`src/rtl/acfs_defines.vh`:
```
`ifndef ACFS_DEFINES_VH
`define ACFS_DEFINES_VH

// register byte offsets on the apb bus
`define ACFS_OFF_CTRL 12'h000
`define ACFS_OFF_SLOT_EN 12'h004
`define ACFS_OFF_STATUS 12'h008
`define ACFS_OFF_RX_TAG 12'h00c
`define ACFS_OFF_FRAME_CNT 12'h010
// buffer windows, selected by address bits 7:6
`define ACFS_WIN_RX 2'b01
`define ACFS_WIN_TX 2'b10

// control register fields
`define ACFS_CTRL_ENABLE 0
`define ACFS_CTRL_RST 32'h0000_0000

// slot enable register: receive mask low half, transmit mask high half
`define ACFS_SLOT_EN_RST 32'h001f_001f

// status register fields
`define ACFS_ST_RX_DONE 0
`define ACFS_ST_TX_DONE 1
`define ACFS_ST_LEFT_VALID 2
`define ACFS_ST_RIGHT_VALID 3

// tag word bit positions in slot 0
`define ACFS_TAG_FRAME_VALID 15
`define ACFS_TAG_LEFT 12
`define ACFS_TAG_RIGHT 11

// frame geometry
`define ACFS_SLOT_BITS 16
`define ACFS_SLOTS 16
`define ACFS_LEFT_SLOT 4'h3
`define ACFS_RIGHT_SLOT 4'h4

`endif

```
`src/rtl/acfs_shifter.v`:
```
`timescale 1ns/1ps
`include "acfs_defines.vh"

// link-side shifter: samples bit clock, frame sync and data with pclk
module acfs_shifter (
  // clock and reset
  input wire pclk,
  input wire presetn,
  // link pins
  input wire bit_clk,
  input wire frame_sync,
  input wire sdata_in,
  output reg sdata_out,
  // word interface toward the slot handler
  input wire [15:0] tx_word,
  output wire [3:0] fetch_slot,
  output reg tx_load,
  output reg [3:0] tx_slot,
  output reg rx_done,
  output reg [3:0] rx_slot,
  output reg [15:0] rx_word,
  output reg frame_start
);

  reg bclk_m; // first sync stage, bit clock
  reg bclk_s; // second sync stage
  reg bclk_d; // previous synced level for edge detect
  reg fs_m; // first sync stage, frame sync
  reg fs_s; // second sync stage
  reg fs_prev; // frame sync level at the previous rising bit clock edge
  reg sd_m; // first sync stage, serial data
  reg sd_s; // second sync stage
  reg active; // inside slots 0 to 15 of a frame
  reg [3:0] slot; // current slot
  reg [3:0] bitc; // bits left in current slot
  reg [15:0] txsh; // transmit shift register
  reg [15:0] rxsh; // receive shift register

  wire rise = bclk_s & ~bclk_d; // rising bit clock edge
  wire fall = ~bclk_s & bclk_d; // falling bit clock edge
  wire fstart = rise & fs_s & ~fs_prev; // frame begins at this edge

  // slot whose transmit word is fetched at this edge
  assign fetch_slot = fstart ? 4'h0 : slot + 4'h1;

  // two-flop synchronisers for every pin input
  always @(posedge pclk or negedge presetn) begin
    if (!presetn) begin
      bclk_m <= 1'b0;
      bclk_s <= 1'b0;
      bclk_d <= 1'b0;
      fs_m <= 1'b0;
      fs_s <= 1'b0;
      sd_m <= 1'b0;
      sd_s <= 1'b0;
    end else begin
      bclk_m <= bit_clk;
      bclk_s <= bclk_m;
      bclk_d <= bclk_s;
      fs_m <= frame_sync;
      fs_s <= fs_m;
      sd_m <= sdata_in;
      sd_s <= sd_m;
    end
  end

  // transmit side: drive on rising edges, fetch one word per slot
  always @(posedge pclk or negedge presetn) begin
    if (!presetn) begin
      fs_prev <= 1'b0;
      active <= 1'b0;
      slot <= 4'h0;
      bitc <= 4'h0;
      txsh <= 16'h0000;
      sdata_out <= 1'b0;
      tx_load <= 1'b0;
      tx_slot <= 4'h0;
      frame_start <= 1'b0;
    end else begin
      tx_load <= 1'b0;
      frame_start <= 1'b0;
      if (rise) begin
        fs_prev <= fs_s;
      end
      if (fstart) begin
        // slot 0 word is taken now; later writes wait a frame
        active <= 1'b1;
        slot <= 4'h0;
        bitc <= 4'hf;
        txsh <= tx_word;
        sdata_out <= tx_word[15];
        tx_load <= 1'b1;
        tx_slot <= 4'h0;
        frame_start <= 1'b1;
      end else if (rise && active) begin
        if (bitc == 4'h0) begin
          if (slot == 4'hf) begin
            // frame over, line idles low
            active <= 1'b0;
            sdata_out <= 1'b0;
          end else begin
            slot <= fetch_slot;
            bitc <= 4'hf;
            txsh <= tx_word;
            sdata_out <= tx_word[15];
            tx_load <= 1'b1;
            tx_slot <= fetch_slot;
          end
        end else begin
          bitc <= bitc - 4'h1;
          txsh <= {txsh[14:0], 1'b0};
          sdata_out <= txsh[14];
        end
      end
    end
  end

  // receive side: sample on falling edges, deliver whole words
  always @(posedge pclk or negedge presetn) begin
    if (!presetn) begin
      rxsh <= 16'h0000;
      rx_done <= 1'b0;
      rx_slot <= 4'h0;
      rx_word <= 16'h0000;
    end else begin
      rx_done <= 1'b0;
      if (fall && active) begin
        rxsh <= {rxsh[14:0], sd_s};
        if (bitc == 4'h0) begin
          rx_done <= 1'b1;
          rx_slot <= slot;
          rx_word <= {rxsh[14:0], sd_s};
        end
      end
    end
  end

endmodule // acfs_shifter

```
`src/rtl/acfs_slot_handler.v`:
```
`timescale 1ns/1ps
`include "acfs_defines.vh"

// Functional notes
// RULE_01 - software zeroes transmit slots each frame
// RULE_02 - software checks slot 0 valid flags
// RULE_03 - below 48 kHz may read request flags
// RULE_04 - software sets transmit slot 0 tags
// RULE_05 - codec flags every frame valid at 48 kHz
// RULE_06 - software skips frames not flagged valid
// RULE_07 - receive done after all slots, then reload
// RULE_08 - transmit done once buffer moved to port
// RULE_09 - late slot 0 writes go next frame
// RULE_10 - single codec needs five slot buffers
// RULE_11 - port serves three stereo codecs, sixteen slots
// RULE_12 - sixteen transmit slots relax tag timing
// RULE_13 - software tracks valid and request separately
// RULE_14 - software uses only valid receive slots
// RULE_15 - left and right samples in slots 3, 4
// RULE_16 - tag 0xe000 marks slots 0 to 2 valid
// RULE_17 - software finishes transmit slots before slot 0
module acfs_slot_handler (
  // apb clock and reset
  input wire pclk,
  input wire presetn,
  // apb slave
  input wire psel,
  input wire penable,
  input wire pwrite,
  input wire [11:0] paddr,
  input wire [31:0] pwdata,
  output reg [31:0] prdata,
  output reg pready,
  output reg pslverr,
  // serial link pins
  input wire bit_clk,
  input wire frame_sync,
  input wire sdata_in,
  output wire sdata_out,
  // frame events
  output reg rx_event,
  output reg tx_event
);

  reg [31:0] ctrl; // control: port enable
  reg [31:0] slot_en; // receive and transmit slot masks
  reg rx_done_flag; // sticky: receive buffer filled
  reg tx_done_flag; // sticky: transmit buffer moved out
  reg [15:0] rx_tag; // last slot 0 word received
  reg [31:0] frame_cnt; // frames started while the port is enabled
  reg [15:0] rx_buf [0:15]; // receive slot buffer
  reg [15:0] tx_buf [0:15]; // transmit slot buffer
  reg [31:0] next_prdata; // read data for the coming access phase
  reg next_pslverr; // error answer for the coming access phase
  reg [15:0] tx_word; // word offered to the shifter
  integer i; // transmit buffer index for its reset loop
  integer j; // receive buffer index for its reset loop

  wire [3:0] fetch_slot; // slot the shifter fetches now
  wire tx_load; // shifter took a transmit word
  wire [3:0] tx_slot; // slot of that word
  wire rx_done; // shifter delivered a receive word
  wire [3:0] rx_slot; // slot of that word
  wire [15:0] rx_word; // received word
  wire frame_start; // slot 0 started
  wire enable = ctrl[`ACFS_CTRL_ENABLE]; // port on
  wire [15:0] rx_mask = slot_en[15:0]; // active receive slots
  wire [15:0] tx_mask = slot_en[31:16]; // active transmit slots
  wire setup = psel & ~penable; // apb setup cycle
  wire access = psel & penable & pready; // apb write takes effect
  wire win_rx = (paddr[11:8] == 4'h0) && (paddr[7:6] == `ACFS_WIN_RX); // receive window
  wire win_tx = (paddr[11:8] == 4'h0) && (paddr[7:6] == `ACFS_WIN_TX); // transmit window
  wire [3:0] widx = paddr[5:2]; // word index inside a window
  wire clr_rx = access && pwrite && (paddr == `ACFS_OFF_STATUS) && pwdata[`ACFS_ST_RX_DONE]; // w1c
  wire clr_tx = access && pwrite && (paddr == `ACFS_OFF_STATUS) && pwdata[`ACFS_ST_TX_DONE]; // w1c
  wire rx_last = enable && rx_done && rx_mask[rx_slot] && (rx_slot == last_slot(rx_mask)); // buffer full
  wire tx_last = enable && tx_load && tx_mask[tx_slot] && (tx_slot == last_slot(tx_mask)); // buffer out

  // highest enabled slot of a mask; an empty mask gives slot 0
  function [3:0] last_slot;
    input [15:0] mask;
    integer k;
    begin
      last_slot = 4'h0;
      for (k = 0; k < 16; k = k + 1) begin
        if (mask[k]) begin
          last_slot = k[3:0];
        end
      end
    end
  endfunction

  // link shifter
  acfs_shifter u_shifter (
    .pclk(pclk),
    .presetn(presetn),
    .bit_clk(bit_clk),
    .frame_sync(frame_sync),
    .sdata_in(sdata_in),
    .sdata_out(sdata_out),
    .tx_word(tx_word),
    .fetch_slot(fetch_slot),
    .tx_load(tx_load),
    .tx_slot(tx_slot),
    .rx_done(rx_done),
    .rx_slot(rx_slot),
    .rx_word(rx_word),
    .frame_start(frame_start)
  );

  // transmit word: disabled slots or a stopped port send zeros
  always @* begin
    tx_word = 16'h0000;
    if (enable && tx_mask[fetch_slot]) begin
      tx_word = tx_buf[fetch_slot]; // RULE_09 RULE_11
    end
  end

  // apb read decode, prepared in the setup cycle
  always @* begin
    next_prdata = 32'h0000_0000;
    next_pslverr = 1'b0;
    if (paddr == `ACFS_OFF_CTRL) begin
      next_prdata = ctrl;
    end else if (paddr == `ACFS_OFF_SLOT_EN) begin
      next_prdata = slot_en;
    end else if (paddr == `ACFS_OFF_STATUS) begin
      next_prdata[`ACFS_ST_RX_DONE] = rx_done_flag;
      next_prdata[`ACFS_ST_TX_DONE] = tx_done_flag;
      next_prdata[`ACFS_ST_LEFT_VALID] = rx_tag[`ACFS_TAG_LEFT]; // RULE_15
      next_prdata[`ACFS_ST_RIGHT_VALID] = rx_tag[`ACFS_TAG_RIGHT]; // RULE_15
    end else if (paddr == `ACFS_OFF_RX_TAG) begin
      next_prdata = {16'h0000, rx_tag};
    end else if (paddr == `ACFS_OFF_FRAME_CNT) begin
      next_prdata = frame_cnt;
    end else if (win_rx && (paddr[1:0] == 2'b00)) begin
      next_prdata = {16'h0000, rx_buf[widx]};
    end else if (win_tx && (paddr[1:0] == 2'b00)) begin
      next_prdata = {16'h0000, tx_buf[widx]};
    end else begin
      // unmapped address answers with an error and zero data
      next_pslverr = 1'b1;
    end
  end

  // apb answer: one access cycle, no wait states
  always @(posedge pclk or negedge presetn) begin
    if (!presetn) begin
      prdata <= 32'h0000_0000;
      pready <= 1'b0;
      pslverr <= 1'b0;
    end else begin
      pready <= setup;
      if (setup) begin
        prdata <= pwrite ? 32'h0000_0000 : next_prdata;
        pslverr <= next_pslverr;
      end else begin
        prdata <= 32'h0000_0000;
        pslverr <= 1'b0;
      end
    end
  end

  // control and slot enable registers
  always @(posedge pclk or negedge presetn) begin
    if (!presetn) begin
      ctrl <= `ACFS_CTRL_RST;
      slot_en <= `ACFS_SLOT_EN_RST; // RULE_10
    end else if (access && pwrite) begin
      if (paddr == `ACFS_OFF_CTRL) begin
        ctrl <= {31'h0000_0000, pwdata[`ACFS_CTRL_ENABLE]};
      end else if (paddr == `ACFS_OFF_SLOT_EN) begin
        slot_en <= pwdata; // RULE_11
      end
    end
  end

  // transmit buffer: software writes words, shifter reads them
  always @(posedge pclk or negedge presetn) begin
    if (!presetn) begin
      for (i = 0; i < 16; i = i + 1) begin
        tx_buf[i] <= 16'h0000;
      end
    end else if (access && pwrite && win_tx && (paddr[1:0] == 2'b00)) begin
      tx_buf[widx] <= pwdata[15:0];
    end
  end

  // receive buffer: each active slot lands at its own index
  always @(posedge pclk or negedge presetn) begin
    if (!presetn) begin
      for (j = 0; j < 16; j = j + 1) begin
        rx_buf[j] <= 16'h0000;
      end
      rx_tag <= 16'h0000;
    end else if (enable && rx_done && rx_mask[rx_slot]) begin
      rx_buf[rx_slot] <= rx_word; // RULE_07 RULE_15
      if (rx_slot == 4'h0) begin
        rx_tag <= rx_word; // RULE_05
      end
    end
  end

  // frame events and sticky flags; a new event beats a clear
  always @(posedge pclk or negedge presetn) begin
    if (!presetn) begin
      rx_event <= 1'b0;
      tx_event <= 1'b0;
      rx_done_flag <= 1'b0;
      tx_done_flag <= 1'b0;
      frame_cnt <= 32'h0000_0000;
    end else begin
      rx_event <= rx_last; // RULE_07
      tx_event <= tx_last; // RULE_08
      rx_done_flag <= rx_last | (rx_done_flag & ~clr_rx); // RULE_07
      tx_done_flag <= tx_last | (tx_done_flag & ~clr_tx); // RULE_08
      if (frame_start && enable) begin
        frame_cnt <= frame_cnt + 32'h0000_0001;
      end
    end
  end

endmodule // acfs_slot_handler

```
`config.mk`:
```
export PLATFORM = sky130hd
export DESIGN_NAME = acfs_slot_handler
export DESIGN_NICKNAME = d
export VERILOG_FILES = /design/src/rtl/acfs_shifter.v /design/src/rtl/acfs_slot_handler.v
export VERILOG_INCLUDE_DIRS = /design/src /design/src/rtl
export SDC_FILE = /design/constraint.sdc
export NUM_CORES = 1
export LEC_CHECK = 0
export BUFFER_PORTS_ARGS = -buffer_cell sky130_fd_sc_hd__buf_2
export CORE_ASPECT_RATIO = 1.75
export CORE_MARGIN = 8
export CORE_UTILIZATION = 64
export CTS_CLUSTER_DIAMETER = 100
export DETAILED_ROUTE_END_ITERATION = 12
export PLACE_DENSITY_LB_ADDON = 0.15
export SETUP_SLACK_MARGIN = 0.2
export SYNTH_ARGS = -nofsm -noshare
export SYNTH_HDL_FRONTEND = slang
export SYNTH_SLANG_ARGS = --single-unit
```
`constraint.sdc`:
```
create_clock -name pclk -period 3.52 [get_ports pclk]
set_clock_uncertainty 0.05 [all_clocks]
set_input_delay 0.176 -clock pclk [delete_from_list [all_inputs] [get_ports pclk]]
set_output_delay 0.176 -clock pclk [all_outputs]
set_load 0.005 [all_outputs]
```
==> results.txt <==
The CTS clock-pin slew for the worst setup and hold paths is 70 ps. The netlist area before placement came out at 33600 um^2. The total power divided by cell area is 502 nW/um^2. The final core area utilization is 72.2%. The maximum number of pins on one net before global-route repair came out at 95. In this run the critical register-to-register path is launched from u_shifter.tx_slot[0]. The critical path goes through ha_1, xnor2_4, buf_4, mux4_2, nand2_1, a21boi_1, o221ai_2, buf_4, o221ai_1.

From synthesis to final layout, the design area changed by 12.0%. In the post-synthesis netlist, the biggest area contributors are sky130_fd_sc_hd__dfrtp_1, sky130_fd_sc_hd__mux2_2, sky130_fd_sc_hd__mux4_2. The total congestion overflow after global routing came out at 0. For this run, the slowest stage of the critical path takes 560 ps. The max-cap violation count is 0.

The cell type of the slowest stage on the worst timing path is sky130_fd_sc_hd__mux4_2. After synthesis, the netlist uses 71 different library cells. The number of port buffers came out at 88. The total wire length after detailed routing came out at 97.0 mm. The share of flip-flops with an asynchronous set or reset after synthesis is 100%. In this run the most critical hold path is launched from pwdata[3]. The peak ir drop on the vdd network is 564 uV. Of the available clock period, the critical path in the final layout requires 86.9%. The H-tree depth came out at 2. The first routing iteration left 2068 violations. The main flop type after synthesis is sky130_fd_sc_hd__dfrtp_1.

The post-layout net count came out at 2603. The total global-route track usage came out at 32.4%. The final-report setup violation count came out at 0. The number of buffers created by CTS is 61. The number of global-route vias before repair is 24900. The worst setup path is captured at a flip-flop. After synthesis, flip-flops and latches occupy 51.2% of the total area. Once the floorplan was initialized, standard cells occupied 64.4% of the core.

The width of the chip came out at 189 um. The final estimated routing congestion in global placement came out at 0.978. After legalization and detailed placement, the total HPWL measured 65.5 mm. The normalized max-slew margin is 16.4%. The floorplan die area is 60300 um^2. The vertical extent of the die is 319 um. The pre-CTS worst setup slack is 515 ps. STA classifies the critical path startpoint as a flip-flop.

Pin placement for this block handled 89 I/O pins. The number of enable-type register cells in the synthesized netlist is 0. For this run, design rule violations remaining after detail routing come to 0. The flip-flop and latch count after synthesis came out at 686.

The kind of path behind the tightest hold check is input port to flip-flop. The sum of internal, switching and leakage power came out at 18.9 mW. The leakage power figure is 17.7 nW.

In this design, the critical path's most frequently occurring cell is sky130_fd_sc_hd__buf_4. The number of synthesis warnings is 0. The post-detailed-route wirelength per cell is 29.6 um.

The placement row count is 111. The count of mapped cells out of synthesis is 2455. Across all layers, the routed design uses 23000 vias.

The TritonCTS clock tree is yes. In this run the worst path has a maximum fanout of 34. The clock latency at the later pin of the worst-skew pair came out at 630 ps. The setup path with the least slack is of type flip-flop to flip-flop.

The number of hold violations in the final report is 0. Across all setup checks in the final design, the least slack found is 461 ps. The number of cells on the worst reg-to-reg path is 9. CTS placed an instance of sky130_fd_sc_hd__clkbuf_16 at the clock tree root. Once the clock tree was built, the setup fixing pass inserted 0 buffers.

The detailed-route vias per instance is 7.01. The critical path starts at u_shifter.tx_slot[0]. Each instance of the synthesized netlist takes up on average 13.7 um^2.

Setup repair after global routing left no endpoint under its margin. The slew at the pin closest to its max-slew limit came out at 1250 ps. The total negative slack is 0 ps. The max-slew violation count is 0.

The critical path data arrival time came out at 3490 ps. The clock drives 686 sinks. The synthesized design devotes to its leading area cell type 50.4% of total area.

The fmax came out at 327 MHz. Along the worst hold path, the cell count comes to 2. The run finished with clean final reports.

The synthesized netlist net count is 2510. The library cell used most frequently in the layout, excluding fill and tap cells, is sky130_fd_sc_hd__dfrtp_1. The initial antenna violation count is 1. The shortest period the worst path allows came out at 3060 ps. The largest total area in the synthesized netlist belongs to sky130_fd_sc_hd__dfrtp_1. The library cells used most frequently in the layout, excluding fill and tap cells, are sky130_fd_sc_hd__dfrtp_1, sky130_fd_sc_hd__mux2_2, sky130_fd_sc_hd__mux4_2, sky130_fd_sc_hd__nand2_1, sky130_fd_sc_hd__buf_4. In this run the remaining antenna-violating nets after routing total 0. The wire length of the first global-routing pass is 150 mm. The share of layout cells above drive strength 1 is 42.3%. The detailed-router iteration count before antenna repair came out at 5. The deepest clock path buffer count came out at 3. The area of the placeable core is 52100 um^2. For the worst setup path, the data required time is 3950 ps.
==> cells in the mapped netlist, drive strengths merged, types with 8 or more instances <==
| cell | number |
|---|---|
| a22oi | 57 |
| nor3 | 11 |
| o221a | 9 |
| o32ai | 13 |
| a221oi | 44 |
| mux2i | 55 |
| nor4 | 9 |
| nor2b | 13 |
| and3 | 39 |
| buf | 106 |
| o31ai | 11 |
| o21ai | 36 |
| dfstp | 10 |
| mux2 | 569 |
| nand4 | 10 |
| mux4 | 157 |
| xnor2 | 22 |
| nand3 | 56 |
| inv | 13 |
| clkbuf | 103 |
| xor2 | 17 |
| a21oi | 26 |
| nand2 | 139 |
| nand2b | 8 |
| a22o | 9 |
| a211oi | 51 |
| and2 | 10 |
| o221ai | 18 |
| a31oi | 18 |
| dfrtp | 676 |
| nor2 | 82 |
==> timing repair <==
item	4_1_cts	5_1_grt
endpoints found under the setup margin	0	0
hold buffers	27	0
hold endpoints to repair	175	0
resized for setup	0	0
==> state kept, by name, indices dropped and copies added (netlist names), 4 cells and up <==
signal	cells
u_shifter.rx_word	16
prdata	32
u_shifter.txsh	15
u_shifter.bitc	4
tx_buf	256
rx_buf	240
frame_cnt	32
slot_en	32
u_shifter.tx_slot	4
rx_tag	16
u_shifter.rx_slot	4
u_shifter.rxsh	15
==> where the power goes <==
group	switching, mW	total (mW)	internal (mW)
Sequential	0.303	8.34	8.03
Combinational	2.08	3.14	1.06
Clock	3.05	7.39	4.35
Total	5.43	18.9	13.4
==> layer usage <==
| layer | wire length (um) | global-route usage (%) | part of all wire (%) |
|---|---|---|---|
| met4 | 7500 | 21.5 | 7.7 |
| met1 | 33900 | 37.2 | 35 |
| met3 | 5930 | 4.72 | 6.1 |
| met5 | 0 | 0 | 0 |
| met2 | 49700 | 55.6 | 51 |
==> kinds of logic (layout without fill, tap and decap cells) <==
group                      after synthesis  count (layout)  share of synthesized area, %
and+or+nand+nor                        400             400                          6.13
muxes                                  781             781                          31.3
adders and majority gates                3               3                         0.112
AOI/OAI and AO/OA                      324             324                          7.18
xor gates and xnor gates                39              39                          1.04
other                                    0               1                             0
DFF                                    686             686                          51.2
buffers and inverters                  222             368                          3.08
==> worst max-delay path, delay by kind of cell (launching register included) <==
family / cells / cell delay [ps]
buffers and inverters: 2 / 690
muxes: 1 / 560
DFF: 1 / 510
AOI/OAI and AO/OA: 3 / 390
adders and majority gates: 1 / 380
xor gates and xnor gates: 1 / 240
and+or+nand+nor: 1 / 90
==> stage by stage <==
step                hold WS, ps  cells  area (um^2)
global route               21.8   3279        37600
global placement            140   3136        35100
finish                     28.6   3280        37600
CTS                       0.884   3279        37600
floorplan                  -170   2455        33600
detailed placement          141   3136        35100
==> final timing paths <==
kind / end / slack [ps]
setup / recovery: u_shifter.txsh[13] / 460
hold / removal: slot_en[3] / 30
setup reg to reg: u_shifter.txsh[13] / 460
hold reg to reg: u_shifter.sd_s / 300
max in group asynchronous: slot_en[18] / 2210
min in group asynchronous: tx_buf[4] / 50
==> layout make-up <==
| type | count | area, um^2 |
|---|---|---|
| flip-flops and latches | 686 | 17200 |
| multi-input cells | 1547 | 15400 |
| fillers | 3515 | 14500 |
| repair buffers | 239 | 1870 |
| clock buffers | 86 | 1780 |
| well taps | 678 | 848 |
| clock inverters | 30 | 457 |
| inverters | 13 | 48.8 |
| diodes | 1 | 2.50 |
(Power assumes the default switching activity.)
